--- src/rtl/abx_pins_cfg.svh ---
// Constants for the audio bus transceiver pin function block.
// Assumes a 50 MHz core clock and a 3-bit register index on a plain port.
// Behaviour
// RL1: Two strap pins sampled at reset pick one of four I2C target addresses.
// RL2: Strap B pin floats by default and may become an interrupting GPIO.
// RL3: Strap B pin can be programmed as a divided clock output.
// RL4: Bit clock pin is input on the main node, driven output on subordinates.
// RL5: Subordinate bit clock pin may carry the microphone clock instead.
// RL6: Frame sync pin is input on the main node, output on subordinates.
// RL7: Frame sync marks frame boundaries of the TDM data stream.
// RL8: Host feeding a main node supplies a continuously toggling frame sync.
// RL9: Frame sync that stops toggling resets the bus after a delay.
// RL10: Transmit A pin drives TDM data when enabled, else acts as GPIO three.
// RL11: Data pins float until configured and after sync loss or brownout.
// RL12: Transmit B pin drives TDM data or receives the second stream instead.
// RL13: Transmit B pin is GPIO four when both its functions are off.
// RL14: Receive A pin takes TDM or microphone data, else acts as GPIO five.
// RL15: Reduced variants: transmit pins are GPIO only, receive A has no TDM.
`ifndef ABX_PINS_CFG_SVH
`define ABX_PINS_CFG_SVH

// Register indices.
`define ABX_REG_CTRL 3'h0
`define ABX_REG_FUNC 3'h1
`define ABX_REG_GPIO_OE 3'h2
`define ABX_REG_GPIO_OUT 3'h3
`define ABX_REG_GPIO_IN 3'h4
`define ABX_REG_STATUS 3'h5
`define ABX_REG_CLKDIV 3'h6

// Function register fields.
`define ABX_FUNC_STRAPB_LO 0
`define ABX_FUNC_TXA_EN 2
`define ABX_FUNC_TXB_EN 3
`define ABX_FUNC_RXB_ALT 4
`define ABX_FUNC_RXA_TDM 5
`define ABX_FUNC_MICA_EN 6
`define ABX_FUNC_BCLK_MIC 7

// Status register fields.
`define ABX_STAT_LOST 2
`define ABX_STAT_MAIN 3

// Reset values.
`define ABX_RST_BYTE 8'h00
`define ABX_RST_NIB 4'h0

// Timing: frame sync silence before a bus reset.
`define ABX_CLK_NS 20
`define ABX_SYNC_LOSS_NS 20000
`define ABX_SYNC_LOSS_CYC (`ABX_SYNC_LOSS_NS / `ABX_CLK_NS)
`define ABX_STRAP_FILL 2'h2

`endif

--- src/rtl/abx_pins_pkg.sv ---
// Types for the audio bus transceiver pin function block.
// Assumes the constants header is included by the modules.
package abx_pins_pkg;

  // Function of the strap B pin after reset.
  typedef enum logic [1:0] {
    ABX_SB_HIZ,
    ABX_SB_GPIO,
    ABX_SB_CLKOUT,
    ABX_SB_RSVD
  } abx_sb_func_t;

  // Strap capture sequence.
  typedef enum logic [1:0] {
    ABX_ST_FILL,
    ABX_ST_LATCH,
    ABX_ST_RUN
  } abx_strap_st_t;

endpackage

--- src/rtl/abx_pins.sv ---
// Pin function selection for the serial audio and strap pins.
// Assumes pin inputs are asynchronous and core-side data is on core_clk_in.
//
// Strobed register access and the address map were chosen for this implementation.
`timescale 1ns/100ps
`include "abx_pins_cfg.svh"
module abx_pins
  import abx_pins_pkg::*;
#(
  parameter bit HAS_SERIAL = 1'b1,
  parameter int SYNC_LOSS_CYC = `ABX_SYNC_LOSS_CYC
) (
  input wire logic core_clk_in,
  input wire logic nrst_in,
  input wire logic [2:0] reg_addr_in,
  input wire logic [7:0] reg_wdata_in,
  input wire logic reg_wr_in,
  input wire logic reg_rd_in,
  output logic [7:0] reg_rdata_out,
  input wire logic brownout_in,
  input wire logic bclk_src_in,
  input wire logic fsync_src_in,
  input wire logic mic_clk_in,
  input wire logic tx_a_data_in,
  input wire logic tx_b_data_in,
  input wire logic addr_strap_a_pin_in,
  input wire logic addr_strap_b_pin_in,
  output logic addr_strap_b_pin_out,
  output logic addr_strap_b_pin_oe_out,
  input wire logic bclk_pin_in,
  output logic bclk_pin_out,
  output logic bclk_pin_oe_out,
  input wire logic fsync_pin_in,
  output logic fsync_pin_out,
  output logic fsync_pin_oe_out,
  input wire logic tdm_tx_a_pin_in,
  output logic tdm_tx_a_pin_out,
  output logic tdm_tx_a_pin_oe_out,
  input wire logic tdm_tx_b_pin_in,
  output logic tdm_tx_b_pin_out,
  output logic tdm_tx_b_pin_oe_out,
  input wire logic tdm_rx_a_pin_in,
  output logic tdm_rx_a_pin_out,
  output logic tdm_rx_a_pin_oe_out,
  output logic mic_clock_out,
  output logic mic_clock_oe_out,
  output logic [1:0] i2c_addr_out,
  output logic bclk_main_out,
  output logic frame_start_out,
  output logic rx_a_data_out,
  output logic tdm_rx_b_function_out,
  output logic mic_input_a_out,
  output logic bus_reset_out,
  output logic [3:0] gpio_edge_out
);

  logic [7:0] pin_s;
  logic sa_s, sb_s, bclk_s, fs_s, txa_s, txb_s, rxa_s, bo_s;
  logic main_ff, lost_ff, fs_d_ff, clkout_ff, bus_reset_ff;
  logic [7:0] func_ff, div_ff, div_cnt_ff;
  logic [3:0] gpio_oe_ff, gpio_out_ff, gpio_d_ff, gpio_in;
  logic [1:0] fill_ff;
  logic [15:0] loss_cnt_ff;
  abx_strap_st_t st_ff;
  abx_sb_func_t sb_func;
  logic run, fs_edge, fs_rise, loss_hit, cfg_clr;
  logic txa_on, txb_on, rxb_on, rxa_tdm, mic_on;

  // All pin inputs pass the two-stage synchroniser.
  abx_sync #(.W(8)) u_sync (
    .core_clk_in(core_clk_in),
    .nrst_in(nrst_in),
    .d_in({addr_strap_a_pin_in, addr_strap_b_pin_in, bclk_pin_in,
           fsync_pin_in, tdm_tx_a_pin_in, tdm_tx_b_pin_in,
           tdm_rx_a_pin_in, brownout_in}),
    .q_out(pin_s)
  );
  assign {sa_s, sb_s, bclk_s, fs_s, txa_s, txb_s, rxa_s, bo_s} = pin_s;

  // Decoded configuration; serial port functions vanish on reduced parts.
  assign sb_func = abx_sb_func_t'(func_ff[1:0]);
  assign txa_on = HAS_SERIAL & func_ff[`ABX_FUNC_TXA_EN]; // RL15
  assign txb_on = HAS_SERIAL & func_ff[`ABX_FUNC_TXB_EN];
  assign rxb_on = HAS_SERIAL & func_ff[`ABX_FUNC_RXB_ALT] & ~txb_on;
  assign rxa_tdm = HAS_SERIAL & func_ff[`ABX_FUNC_RXA_TDM]; // RL15
  assign mic_on = func_ff[`ABX_FUNC_MICA_EN];
  assign run = (st_ff == ABX_ST_RUN);
  assign gpio_in = {rxa_s, txb_s, txa_s, sb_s};

  // Strap capture waits for the synchroniser to fill after reset.
  always_ff @(posedge core_clk_in or negedge nrst_in) begin
    if (!nrst_in) begin
      st_ff <= ABX_ST_FILL;
      fill_ff <= 2'h0;
      i2c_addr_out <= 2'h0;
    end else begin
      case (st_ff)
        ABX_ST_FILL: begin
          fill_ff <= fill_ff + 2'h1;
          if (fill_ff == `ABX_STRAP_FILL) begin
            st_ff <= ABX_ST_LATCH;
          end
        end
        ABX_ST_LATCH: begin
          i2c_addr_out <= {sb_s, sa_s}; // RL1
          st_ff <= ABX_ST_RUN;
        end
        ABX_ST_RUN: st_ff <= ABX_ST_RUN;
        default: st_ff <= ABX_ST_FILL;
      endcase
    end
  end

  // Frame sync edges; silence on a main node counts toward a bus reset.
  assign fs_edge = fs_s ^ fs_d_ff;
  assign fs_rise = fs_s & ~fs_d_ff;
  assign loss_hit = main_ff && run && !fs_edge &&
                    (loss_cnt_ff == 16'(SYNC_LOSS_CYC - 1));
  assign cfg_clr = loss_hit | bo_s;

  always_ff @(posedge core_clk_in or negedge nrst_in) begin
    if (!nrst_in) begin
      fs_d_ff <= 1'b0;
      loss_cnt_ff <= 16'h0000;
      bus_reset_ff <= 1'b0;
      frame_start_out <= 1'b0;
    end else begin
      fs_d_ff <= fs_s;
      bus_reset_ff <= loss_hit; // RL9
      frame_start_out <= main_ff & run & fs_rise; // RL7
      if (!main_ff || !run || fs_edge || loss_hit) begin
        loss_cnt_ff <= 16'h0000;
      end else begin
        loss_cnt_ff <= loss_cnt_ff + 16'h0001; // RL9
      end
    end
  end
  assign bus_reset_out = bus_reset_ff;

  // Configuration registers; sync loss or brownout returns the strap B and data pins to float.
  always_ff @(posedge core_clk_in or negedge nrst_in) begin
    if (!nrst_in) begin
      main_ff <= 1'b0;
      func_ff <= `ABX_RST_BYTE;
      gpio_oe_ff <= `ABX_RST_NIB;
      gpio_out_ff <= `ABX_RST_NIB;
      div_ff <= `ABX_RST_BYTE;
    end else if (cfg_clr) begin
      func_ff <= `ABX_RST_BYTE; // RL11
      gpio_oe_ff <= `ABX_RST_NIB;
    end else if (reg_wr_in) begin
      case (reg_addr_in)
        `ABX_REG_CTRL: main_ff <= reg_wdata_in[0];
        `ABX_REG_FUNC: func_ff <= reg_wdata_in;
        `ABX_REG_GPIO_OE: gpio_oe_ff <= reg_wdata_in[3:0];
        `ABX_REG_GPIO_OUT: gpio_out_ff <= reg_wdata_in[3:0];
        `ABX_REG_CLKDIV: div_ff <= reg_wdata_in;
        default: main_ff <= main_ff;
      endcase
    end
  end
  assign bclk_main_out = main_ff;

  // Sticky sync loss flag; a new loss wins over a write-one clear.
  always_ff @(posedge core_clk_in or negedge nrst_in) begin
    if (!nrst_in) begin
      lost_ff <= 1'b0;
    end else if (loss_hit) begin
      lost_ff <= 1'b1;
    end else if (reg_wr_in && reg_addr_in == `ABX_REG_STATUS &&
                 reg_wdata_in[`ABX_STAT_LOST]) begin
      lost_ff <= 1'b0;
    end
  end

  // Read data is registered and stands for the cycle after the strobe.
  always_ff @(posedge core_clk_in or negedge nrst_in) begin
    if (!nrst_in) begin
      reg_rdata_out <= 8'h00;
    end else if (reg_rd_in) begin
      case (reg_addr_in)
        `ABX_REG_CTRL: reg_rdata_out <= {7'h00, main_ff};
        `ABX_REG_FUNC: reg_rdata_out <= func_ff;
        `ABX_REG_GPIO_OE: reg_rdata_out <= {4'h0, gpio_oe_ff};
        `ABX_REG_GPIO_OUT: reg_rdata_out <= {4'h0, gpio_out_ff};
        `ABX_REG_GPIO_IN: reg_rdata_out <= {4'h0, gpio_in};
        `ABX_REG_STATUS: reg_rdata_out <= {4'h0, main_ff, lost_ff,
                                          i2c_addr_out};
        `ABX_REG_CLKDIV: reg_rdata_out <= div_ff;
        default: reg_rdata_out <= 8'h00;
      endcase
    end else begin
      reg_rdata_out <= 8'h00;
    end
  end

  // Auxiliary clock: toggles every div_ff+1 core cycles.
  always_ff @(posedge core_clk_in or negedge nrst_in) begin
    if (!nrst_in) begin
      div_cnt_ff <= 8'h00;
      clkout_ff <= 1'b0;
    end else if (div_cnt_ff >= div_ff) begin
      div_cnt_ff <= 8'h00;
      clkout_ff <= ~clkout_ff; // RL3
    end else begin
      div_cnt_ff <= div_cnt_ff + 8'h01;
    end
  end

  // Interrupt-capable GPIO inputs report an edge while in input mode.
  logic [3:0] gpio_mode;
  assign gpio_mode = {~rxa_tdm & ~mic_on, ~txb_on & ~rxb_on, ~txa_on,
                      sb_func == ABX_SB_GPIO};
  always_ff @(posedge core_clk_in or negedge nrst_in) begin
    if (!nrst_in) begin
      gpio_d_ff <= 4'h0;
    end else begin
      gpio_d_ff <= gpio_in;
    end
  end
  genvar gi;
  generate
    for (gi = 0; gi < 4; gi++) begin : g_edge
      always_ff @(posedge core_clk_in or negedge nrst_in) begin
        if (!nrst_in) begin
          gpio_edge_out[gi] <= 1'b0;
        end else begin
          gpio_edge_out[gi] <= run & gpio_mode[gi] & ~gpio_oe_ff[gi] &
                               (gpio_in[gi] ^ gpio_d_ff[gi]); // RL2
        end
      end
    end
  endgenerate

  // Strap B pin: float, GPIO or clock output.
  always_ff @(posedge core_clk_in or negedge nrst_in) begin
    if (!nrst_in) begin
      addr_strap_b_pin_oe_out <= 1'b0;
      addr_strap_b_pin_out <= 1'b0;
    end else begin
      case (sb_func)
        ABX_SB_GPIO: begin
          addr_strap_b_pin_oe_out <= run & gpio_oe_ff[0]; // RL2
          addr_strap_b_pin_out <= gpio_out_ff[0];
        end
        ABX_SB_CLKOUT: begin
          addr_strap_b_pin_oe_out <= run; // RL3
          addr_strap_b_pin_out <= clkout_ff;
        end
        default: begin
          addr_strap_b_pin_oe_out <= 1'b0; // RL2
          addr_strap_b_pin_out <= 1'b0;
        end
      endcase
    end
  end

  // Clock and frame pins: inputs on a main node, outputs on subordinates.
  always_ff @(posedge core_clk_in or negedge nrst_in) begin
    if (!nrst_in) begin
      bclk_pin_oe_out <= 1'b0;
      bclk_pin_out <= 1'b0;
      fsync_pin_oe_out <= 1'b0;
      fsync_pin_out <= 1'b0;
      mic_clock_oe_out <= 1'b0;
      mic_clock_out <= 1'b0;
    end else begin
      bclk_pin_oe_out <= run & ~main_ff; // RL4
      bclk_pin_out <= (mic_on & func_ff[`ABX_FUNC_BCLK_MIC]) ?
                      mic_clk_in : bclk_src_in; // RL5
      fsync_pin_oe_out <= run & ~main_ff; // RL6
      fsync_pin_out <= fsync_src_in; // RL7
      mic_clock_oe_out <= run & mic_on;
      mic_clock_out <= mic_clk_in;
    end
  end

  // Transmit A and B pins.
  always_ff @(posedge core_clk_in or negedge nrst_in) begin
    if (!nrst_in) begin
      tdm_tx_a_pin_oe_out <= 1'b0;
      tdm_tx_a_pin_out <= 1'b0;
      tdm_tx_b_pin_oe_out <= 1'b0;
      tdm_tx_b_pin_out <= 1'b0;
    end else begin
      if (txa_on) begin
        tdm_tx_a_pin_oe_out <= run; // RL10
        tdm_tx_a_pin_out <= tx_a_data_in;
      end else begin
        tdm_tx_a_pin_oe_out <= run & gpio_oe_ff[1]; // RL10
        tdm_tx_a_pin_out <= gpio_out_ff[1];
      end
      if (txb_on) begin
        tdm_tx_b_pin_oe_out <= run; // RL12
        tdm_tx_b_pin_out <= tx_b_data_in;
      end else if (rxb_on) begin
        tdm_tx_b_pin_oe_out <= 1'b0; // RL12
        tdm_tx_b_pin_out <= 1'b0;
      end else begin
        tdm_tx_b_pin_oe_out <= run & gpio_oe_ff[2]; // RL13
        tdm_tx_b_pin_out <= gpio_out_ff[2];
      end
    end
  end

  // Receive A pin and received data toward the core.
  always_ff @(posedge core_clk_in or negedge nrst_in) begin
    if (!nrst_in) begin
      tdm_rx_a_pin_oe_out <= 1'b0;
      tdm_rx_a_pin_out <= 1'b0;
      rx_a_data_out <= 1'b0;
      mic_input_a_out <= 1'b0;
      tdm_rx_b_function_out <= 1'b0;
    end else begin
      tdm_rx_a_pin_oe_out <= run & ~rxa_tdm & ~mic_on & gpio_oe_ff[3]; // RL14
      tdm_rx_a_pin_out <= gpio_out_ff[3];
      rx_a_data_out <= rxa_tdm & rxa_s; // RL14
      mic_input_a_out <= mic_on & rxa_s;
      tdm_rx_b_function_out <= rxb_on & txb_s; // RL12
    end
  end
endmodule

--- src/rtl/abx_sync.sv ---
// Two flip-flop synchroniser, one per bit.
// Assumes inputs are asynchronous to core_clk_in.
`timescale 1ns/100ps
module abx_sync #(
  parameter int W = 8
) (
  input wire logic core_clk_in,
  input wire logic nrst_in,
  input wire logic [W-1:0] d_in,
  output logic [W-1:0] q_out
);

  logic [W-1:0] meta_ff;

  // The first stage feeds only the second stage.
  always_ff @(posedge core_clk_in or negedge nrst_in) begin
    if (!nrst_in) begin
      meta_ff <= '0;
      q_out <= '0;
    end else begin
      meta_ff <= d_in;
      q_out <= meta_ff;
    end
  end

endmodule
--- config.mk ---
export PLATFORM = sky130hd
export DESIGN_NAME = abx_pins
export DESIGN_NICKNAME = d
export VERILOG_FILES = /design/src/rtl/abx_pins_pkg.sv /design/src/rtl/abx_pins.sv /design/src/rtl/abx_sync.sv
export VERILOG_INCLUDE_DIRS = /design/src /design/src/rtl
export SDC_FILE = /design/constraint.sdc
export NUM_CORES = 1
export LEC_CHECK = 0
export BUFFER_PORTS_ARGS = -buffer_cell sky130_fd_sc_hd__buf_2
export CORE_AREA = 2 2 95 97
export CTS_CLUSTER_SIZE = 8
export DETAILED_ROUTE_END_ITERATION = 10
export DIE_AREA = 0 0 97 99
export PLACE_DENSITY_LB_ADDON = 0.15
export SLEW_MARGIN = 40
export SYNTH_ARGS = -nofsm -noshare
export SYNTH_HDL_FRONTEND = slang
export SYNTH_SLANG_ARGS = --single-unit
--- constraint.sdc ---
create_clock -name core_clk_in -period 5.4 [get_ports core_clk_in]
set_input_delay 1.62 -clock core_clk_in [delete_from_list [all_inputs] [get_ports core_clk_in]]
set_output_delay 1.62 -clock core_clk_in [all_outputs]
set_load 0.005 [all_outputs]
==> flow_metrics.tcl, run 1 <==
set metrics [dict create \
    period_share 0.562 \
    antenna_violations_before_repair 0 \
    cp.required_ns 5.64 \
    synth.largest_area_cell "sky130_fd_sc_hd__dfrtp_1" \
    finalMaxSlewViolations 0 \
    final_cell_area_sq_mm 0.00519 \
    post_synth_instance_area_sq_mm 0.00459 \
    maxSlewHeadroom 0.531 \
    route.final.wire_length_mm 8.62 \
    crit_fanout 18 \
    htree_num_levels 3 \
    resize_count_post_cts 0 \
    num_vias 3018 \
    first_pass_grt_wire_length_mm 14.7 \
    place_area_sq_mm 0.00499 \
    antenna_diodes 0 \
    cts-hold-fix-buffers 0 \
    insertion_delay_ns 0.36 \
    starting_density_of_the_core 0.537 \
    overall_track_demand_over_capacity_in_global_routing 0.191 \
    critPathCaptureType "flop" \
    grt_setup_unrepaired "no" \
    final_util 0.607 \
    synth-edff-count 0 \
    fmax_mhz 329 \
    sink_count 106 \
    worstSetupStartpointType "primary input" \
    die_h_microns 99 \
    synthesis.nets 432 \
    cts-root-to-sink-buffers 2 \
    area.growth.synth_to_final_pct 13.2 \
    most_numerous_cell_in_the_yosys_netlist "sky130_fd_sc_hd__dfrtp_1" \
    leakage_nw 2.47 \
    outcome "completed" \
    yosys-top-cells-area "sky130_fd_sc_hd__dfrtp_1 58%, sky130_fd_sc_hd__ha_1 4.9%, sky130_fd_sc_hd__mux2_2 4.4%" \
    core_sq_mm 0.00855 \
    vias_in_the_first_global_route 3128 \
    cts.clk_slew.worst_paths_ns 0.09 \
    drtAntennaViolNets 0 \
    die_x_microns 97 \
    syn-instance-count 386 \
    floorplan.die_area_sq_mm 0.00960 \
    power-per-cell-area_mw_per_mm2 325 \
    numnets_final 493 \
    synth.yosys.seq_area_share 0.578 \
    postSynth.asyncResetShare 1.00 \
    ys_dominant_reg_cell "sky130_fd_sc_hd__dfrtp_1" \
    drive_gt1_frac 0.226 \
    post-cts-setup-buffers 0 \
    tns_ns 0 \
    io_pins 62 \
    timing.final.hold_violations 0 \
    synth.cells.most_frequent "106 x sky130_fd_sc_hd__dfrtp_1, 50 x sky130_fd_sc_hd__nor2_1, 20 x sky130_fd_sc_hd__inv_1" \
    grt_max_degree 81 \
    fin_worst_skew_ns 0.0167 \
    placement_rows 34 \
    worst_slew_pin_slew_ns 0.703 \
    port-buffer-count 60 \
    crit_arrival_ns 3.27 \
    number_of_placed_instances_with_taps_included 544 \
    cts_inserted_buffers 9 \
    tritoncts "yes" \
    postSynthRegisterBits 106 \
    hpwlAfterDp_mm 6.02 \
    grt.overflow.total 0 \
    cts_root_buffer "sky130_fd_sc_hd__clkbuf_8" \
    vias_per_cell 5.39 \
    ir_worst_vdd_mv 0.155 \
    drtIter0Drc 115 \
    synthesis.yosys.warnings 0 \
    post_layout_nonfiller_instances 560 \
    routabilityCongestion 0.781 \
    post_drt_wl_per_cell_microns 15.4 \
    finalSetupViolCount 0 \
    drv.max_cap_violation_count 0 \
    drtPass1Iterations 5 \
    timing_worst_setup_path_type "primary input to flop" \
    timing.hold.worst.class "flop to flop" \
    period_needed_ns 3.04 \
    postSynthAreaPerCell_sq_um 11.9 \
    synthDominantCellAreaShare 0.578 \
    synth_cell_type_count 49 \
    drc 0 \
]
-- final timing paths --
path | slack, ns | start | cells after the start | to
hold / removal | 0.36 | u_sync.meta_ff[6] | 0 | u_sync.q_out[6]
setup / recovery | 2.36 | reg_addr_in[1] | 5 | div_ff[4]
max in group asynchronous | 3.27 | nrst_in | 2 | func_ff[7]
hold reg to reg | 0.36 | u_sync.meta_ff[6] | 0 | u_sync.q_out[6]
setup reg to reg | 3.06 | st_ff[0] | 6 | div_ff[4]
min in group asynchronous | 1.26 | nrst_in | 1 | fsync_pin_out
-- registers in the layout (all words and copies together) (netlist names), 4 cells and up --
register / cells
reg_rdata_out: 8
u_sync.meta_ff: 7
gpio_edge_out: 4
func_ff: 8
loss_cnt_ff: 16
u_sync.q_out: 7
gpio_oe_ff: 4
gpio_out_ff: 4
div_ff: 8
gpio_d_ff: 4
div_cnt_ff: 8
-- critical path, stage by stage --
cell                      delay (ns)
sky130_fd_sc_hd__buf_2          0.30
sky130_fd_sc_hd__and2b_1        0.27
sky130_fd_sc_hd__nand2_1        0.13
sky130_fd_sc_hd__nor4b_4        0.55
sky130_fd_sc_hd__mux2_2         0.40
-- per-layer routing --
metal  routed length, microns  up-vias  track usage
li1                         -     1449            -
met1                     4000     1485        0.254
met2                     4110       71        0.316
met3                      366       13       0.0305
met4                      146        0       0.0769
met5                        0        -            0
-- logic make-up after synthesis --
| family | share of synthesized area |
|---|---|
| simple gates | 0.164 |
| fa+ha+maj | 0.0491 |
| buf+inv | 0.0264 |
| compound gates | 0.0513 |
| xor+xnor | 0.0496 |
| mux | 0.0812 |
| flops | 0.578 |
-- where the power goes --
group / switching [mW] / leakage, nW / internal (mW)
clock network: 0.263 / 0.100 / 0.230
logic: 0.136 / 1.01 / 0.121
registers: 0.0651 / 1.35 / 0.870
-- per-stage QoR --
stage / hold WS (ns) / worst slack, ns / total power [mW]
after floorplan: 0.331 / 2.42 / 1.11
after global placement: 0.331 / 1.99 / 1.20
after detailed placement: 0.336 / 2.00 / 1.21
after CTS: 0.357 / 2.36 / 1.70
after global routing: 0.365 / 2.25 / 1.78
final: 0.355 / 2.36 / 1.69
-- placed cells by master, fill, tap and decap left out, drive strengths merged, types with 3 or more instances in the layout --
cell | Yosys | layout
nor4b | 3 | 3
xor2 | 14 | 14
clkbuf | 7 | 11
and2 | 4 | 4
nor3 | 4 | 4
xnor2 | 12 | 12
nand4 | 6 | 6
mux2i | 17 | 17
nor2b | 7 | 7
a21oi | 4 | 4
nor2 | 51 | 51
nand3b | 5 | 5
nand3 | 18 | 18
and3 | 7 | 7
buf | 4 | 61
inv | 20 | 22
a22oi | 5 | 5
o21ai | 9 | 9
ha | 18 | 18
nand2 | 11 | 11
nand2b | 4 | 4
nor4 | 3 | 3
mux2 | 18 | 18
dfrtp | 106 | 106
-- layout make-up --
type	instances	area, sq um
Clock inverter	5	60.1
Multi-Input combinational cell	249	1820
Sequential cell	106	2650
Timing Repair Buffer	61	314
Fill cell	705	3360
Clock buffer	11	141
Inverter	20	75.1
Tap cell	108	135
Note: power is estimated with default switching activity, not from simulation.
==> run 2, diff against run 1 <==
ABC_AREA = 1   (was unset)
CORE_AREA = 2 2 96 98   (was 2 2 95 97)
DIE_AREA = 0 0 98 100   (was 0 0 97 99)
clock period = 2.9 ns   (was 5.4 ns; I/O delays follow)
==> flow_metrics.tcl, run 2 <==
set metrics [dict create \
    outcome "completed" \
    crit_arrival_ns 2.18 \
    postSynthAreaPerCell_sq_um 9.27 \
    final.fill_count 787 \
    starting_density_of_the_core 0.529 \
    num_vias 3518 \
    postSynth.asyncResetShare 1.00 \
    core_sq_mm 0.00889 \
    timing_worst_setup_path_type "flop to flop" \
    overall_track_demand_over_capacity_in_global_routing 0.205 \
    vias_per_cell 5.09 \
    synth.yosys.seq_area_share 0.564 \
    grt_setup_unrepaired "no" \
    post-cts-setup-buffers 0 \
    worst_path_most_repeated_cell "sky130_fd_sc_hd__nand2_1" \
    final_util 0.602 \
    yosys-top-cells-area "sky130_fd_sc_hd__dfrtp_1 56%, sky130_fd_sc_hd__nand2_1 10%, sky130_fd_sc_hd__ha_1 4.8%" \
    vias_in_the_first_global_route 3394 \
    internal_power_mw 2.27 \
    grt.overflow.total 0 \
    insertion_delay_ns 0.36 \
    fmax_mhz 520 \
    power-per-cell-area_mw_per_mm2 584 \
    antenna_diodes 0 \
    cts_root_buffer "sky130_fd_sc_hd__clkbuf_8" \
    drc 0 \
    power.switching_mw 0.851 \
    max_flop_register "loss_cnt_ff" \
    htree_num_levels 3 \
    seq_area_sq_mm 0.00265 \
    io_pins 62 \
    critPathSlowestCell "sky130_fd_sc_hd__dfrtp_1" \
    p_comb_frac 0.148 \
    tritoncts "yes" \
    most_numerous_cell_in_the_yosys_netlist "sky130_fd_sc_hd__nand2_1" \
    port-buffer-count 60 \
    period_needed_ns 1.92 \
    hpwlAfterDp_mm 7.13 \
    multiInputGateArea_sq_mm 0.00178 \
    ir_worst_vdd_mv 0.425 \
    synth_cell_type_count 42 \
    worstSetupStartpointType "flop" \
    placement_rows 35 \
    cts_inserted_buffers 9 \
    drtPass1Iterations 4 \
    syn-instance-count 507 \
    drtIter0Drc 164 \
    timing.hold.worst.class "flop to flop" \
    critPathCaptureType "flop" \
    synthDominantCellAreaShare 0.564 \
    floorplan.die_area_sq_mm 0.00980 \
    leakage_nw 2.76 \
    post_drt_wl_per_cell_microns 13.7 \
    critical_register_to_register_path_startpoint "st_ff[0]" \
    resize_count_post_cts 0 \
    finalSetupViolCount 0 \
    die_x_microns 98 \
    ys_dominant_reg_cell "sky130_fd_sc_hd__dfrtp_1" \
    crit_fanout 8 \
    share_clk_of_total_power 0.308 \
    finalMaxSlewViolations 0 \
    fin_worst_skew_ns 0.0102 \
    first_pass_grt_wire_length_mm 16.0 \
    area.growth.synth_to_final_pct 13.8 \
    worst_slew_pin_slew_ns 0.549 \
    drv.max_cap_violation_count 0 \
    synth.cells.most_frequent "129 x sky130_fd_sc_hd__nand2_1, 106 x sky130_fd_sc_hd__dfrtp_1, 59 x sky130_fd_sc_hd__nor2_1" \
    synth.largest_area_cell "sky130_fd_sc_hd__dfrtp_1" \
    synthesis.nets 553 \
    antenna_violations_before_repair 0 \
    sink_count 106 \
    cts-hold-fix-buffers 0 \
    largest_register_ff_count 16 \
    most-common-layout-cells "129 x sky130_fd_sc_hd__nand2_1, 106 x sky130_fd_sc_hd__dfrtp_1, 59 x sky130_fd_sc_hd__nor2_1, 59 x sky130_fd_sc_hd__buf_2, 58 x sky130_fd_sc_hd__inv_1" \
    routabilityCongestion 0.946 \
    layout_commonest_cell "sky130_fd_sc_hd__nand2_1" \
    postSynthRegisterBits 106 \
    cts-root-to-sink-buffers 2 \
    switching_share 0.272 \
    drive_gt1_frac 0.176 \
    numnets_final 622 \
    grt_max_degree 51 \
    timing.critical_path.slowest_cell_delay_ns 0.40 \
    tns_ns 0 \
    cp.required_ns 3.16 \
    maxSlewHeadroom 0.634 \
    timing.final.hold_violations 0 \
    hold_start "u_sync.meta_ff[1]" \
    period_share 0.664 \
    drtAntennaViolNets 0 \
    power_frac_seq 0.544 \
    timing.critical_path.from "st_ff[0]" \
    route.final.wire_length_mm 9.48 \
    post_synth_instance_area_sq_mm 0.00470 \
    synthesis.yosys.warnings 0 \
    synth-edff-count 0 \
    worstPathCellList "inv_1 > ha_1 > and3_1 > nand3_4 > nand3_2 > nor2_4 > nand2_1 > nand2_1" \
    cts.clk_slew.worst_paths_ns 0.09 \
    die_h_microns 100 \
]
run 2: cell count changes after synthesis, moves of 12 or more:
cell / change
sky130_fd_sc_hd__nand2_1: +118
sky130_fd_sc_hd__inv_1: +38
sky130_fd_sc_hd__a21oi_1: +12
sky130_fd_sc_hd__nor3_1: +15
sky130_fd_sc_hd__mux2_2: -18
sky130_fd_sc_hd__mux2i_1: -17
run 2: power by group through the flow:
stage / Clock, mW / Sequential (mW) / Combinational, mW
after floorplan: 0 / 1.71 / 0.307
after global placement: 0 / 1.73 / 0.450
after detailed placement: 0 / 1.73 / 0.469
after CTS: 0.985 / 1.70 / 0.472
after global routing: 1.04 / 1.72 / 0.549
final: 0.962 / 1.70 / 0.462
run 2: stage by stage:
stage	instances	hold slack [ns]	instance area, sq um	setup WS, ns	power (mW)
6_report	691	0.350	5350	0.975	3.12
5_1_grt	691	0.367	5350	0.831	3.31
2_1_floorplan	507	0.331	4700	1.09	2.01
4_1_cts	691	0.355	5350	0.958	3.16
3_3_place_gp	676	0.332	5140	0.852	2.18
3_5_place_dp	676	0.335	5140	0.815	2.20
run 2: critical path, delay by kind of cell (launching register included):
family                     cells  cell delay [ns]
adders and majority gates      1             0.36
buffers and inverters          1             0.12
DFF                            1             0.40
and+or+nand+nor                6             0.92
run 2: path summary, 6_finish.rpt:
kind / to / slack (ns) / cells past startpoint
max reg2reg: div_ff[0] / 0.98 / 8
min: u_sync.q_out[1] / 0.35 / 0
max in group asynchronous: reg_rdata_out[7] / 1.77 / 2
min reg2reg: u_sync.q_out[1] / 0.35 / 0
max: div_ff[0] / 0.98 / 8
min in group asynchronous: loss_cnt_ff[9] / 0.48 / 1
run 2: logic make-up after synthesis:
family,count (synthesis),synth area share
compound gates,48,0.0636
xor+xnor,9,0.0168
simple gates,258,0.249
buf+inv,68,0.0580
flops,106,0.564
fa+ha+maj,18,0.0479
run 2: area by class of cell:
type | instances | area share
flip-flops and latches | 106 | 0.496
clock inverters | 4 | 0.0143
repair buffers | 62 | 0.0617
well taps | 111 | 0.0260
inverters | 64 | 0.0458
clock buffers | 11 | 0.0246
multi-input cells | 333 | 0.332
run 2: layer usage:
metal  up-vias  share of wire  track usage
met5         -              0            0
met1      1665           0.46        0.290
li1       1764              -            -
met4         0          0.014       0.0716
met2        78           0.47        0.321
met3        11          0.054       0.0404
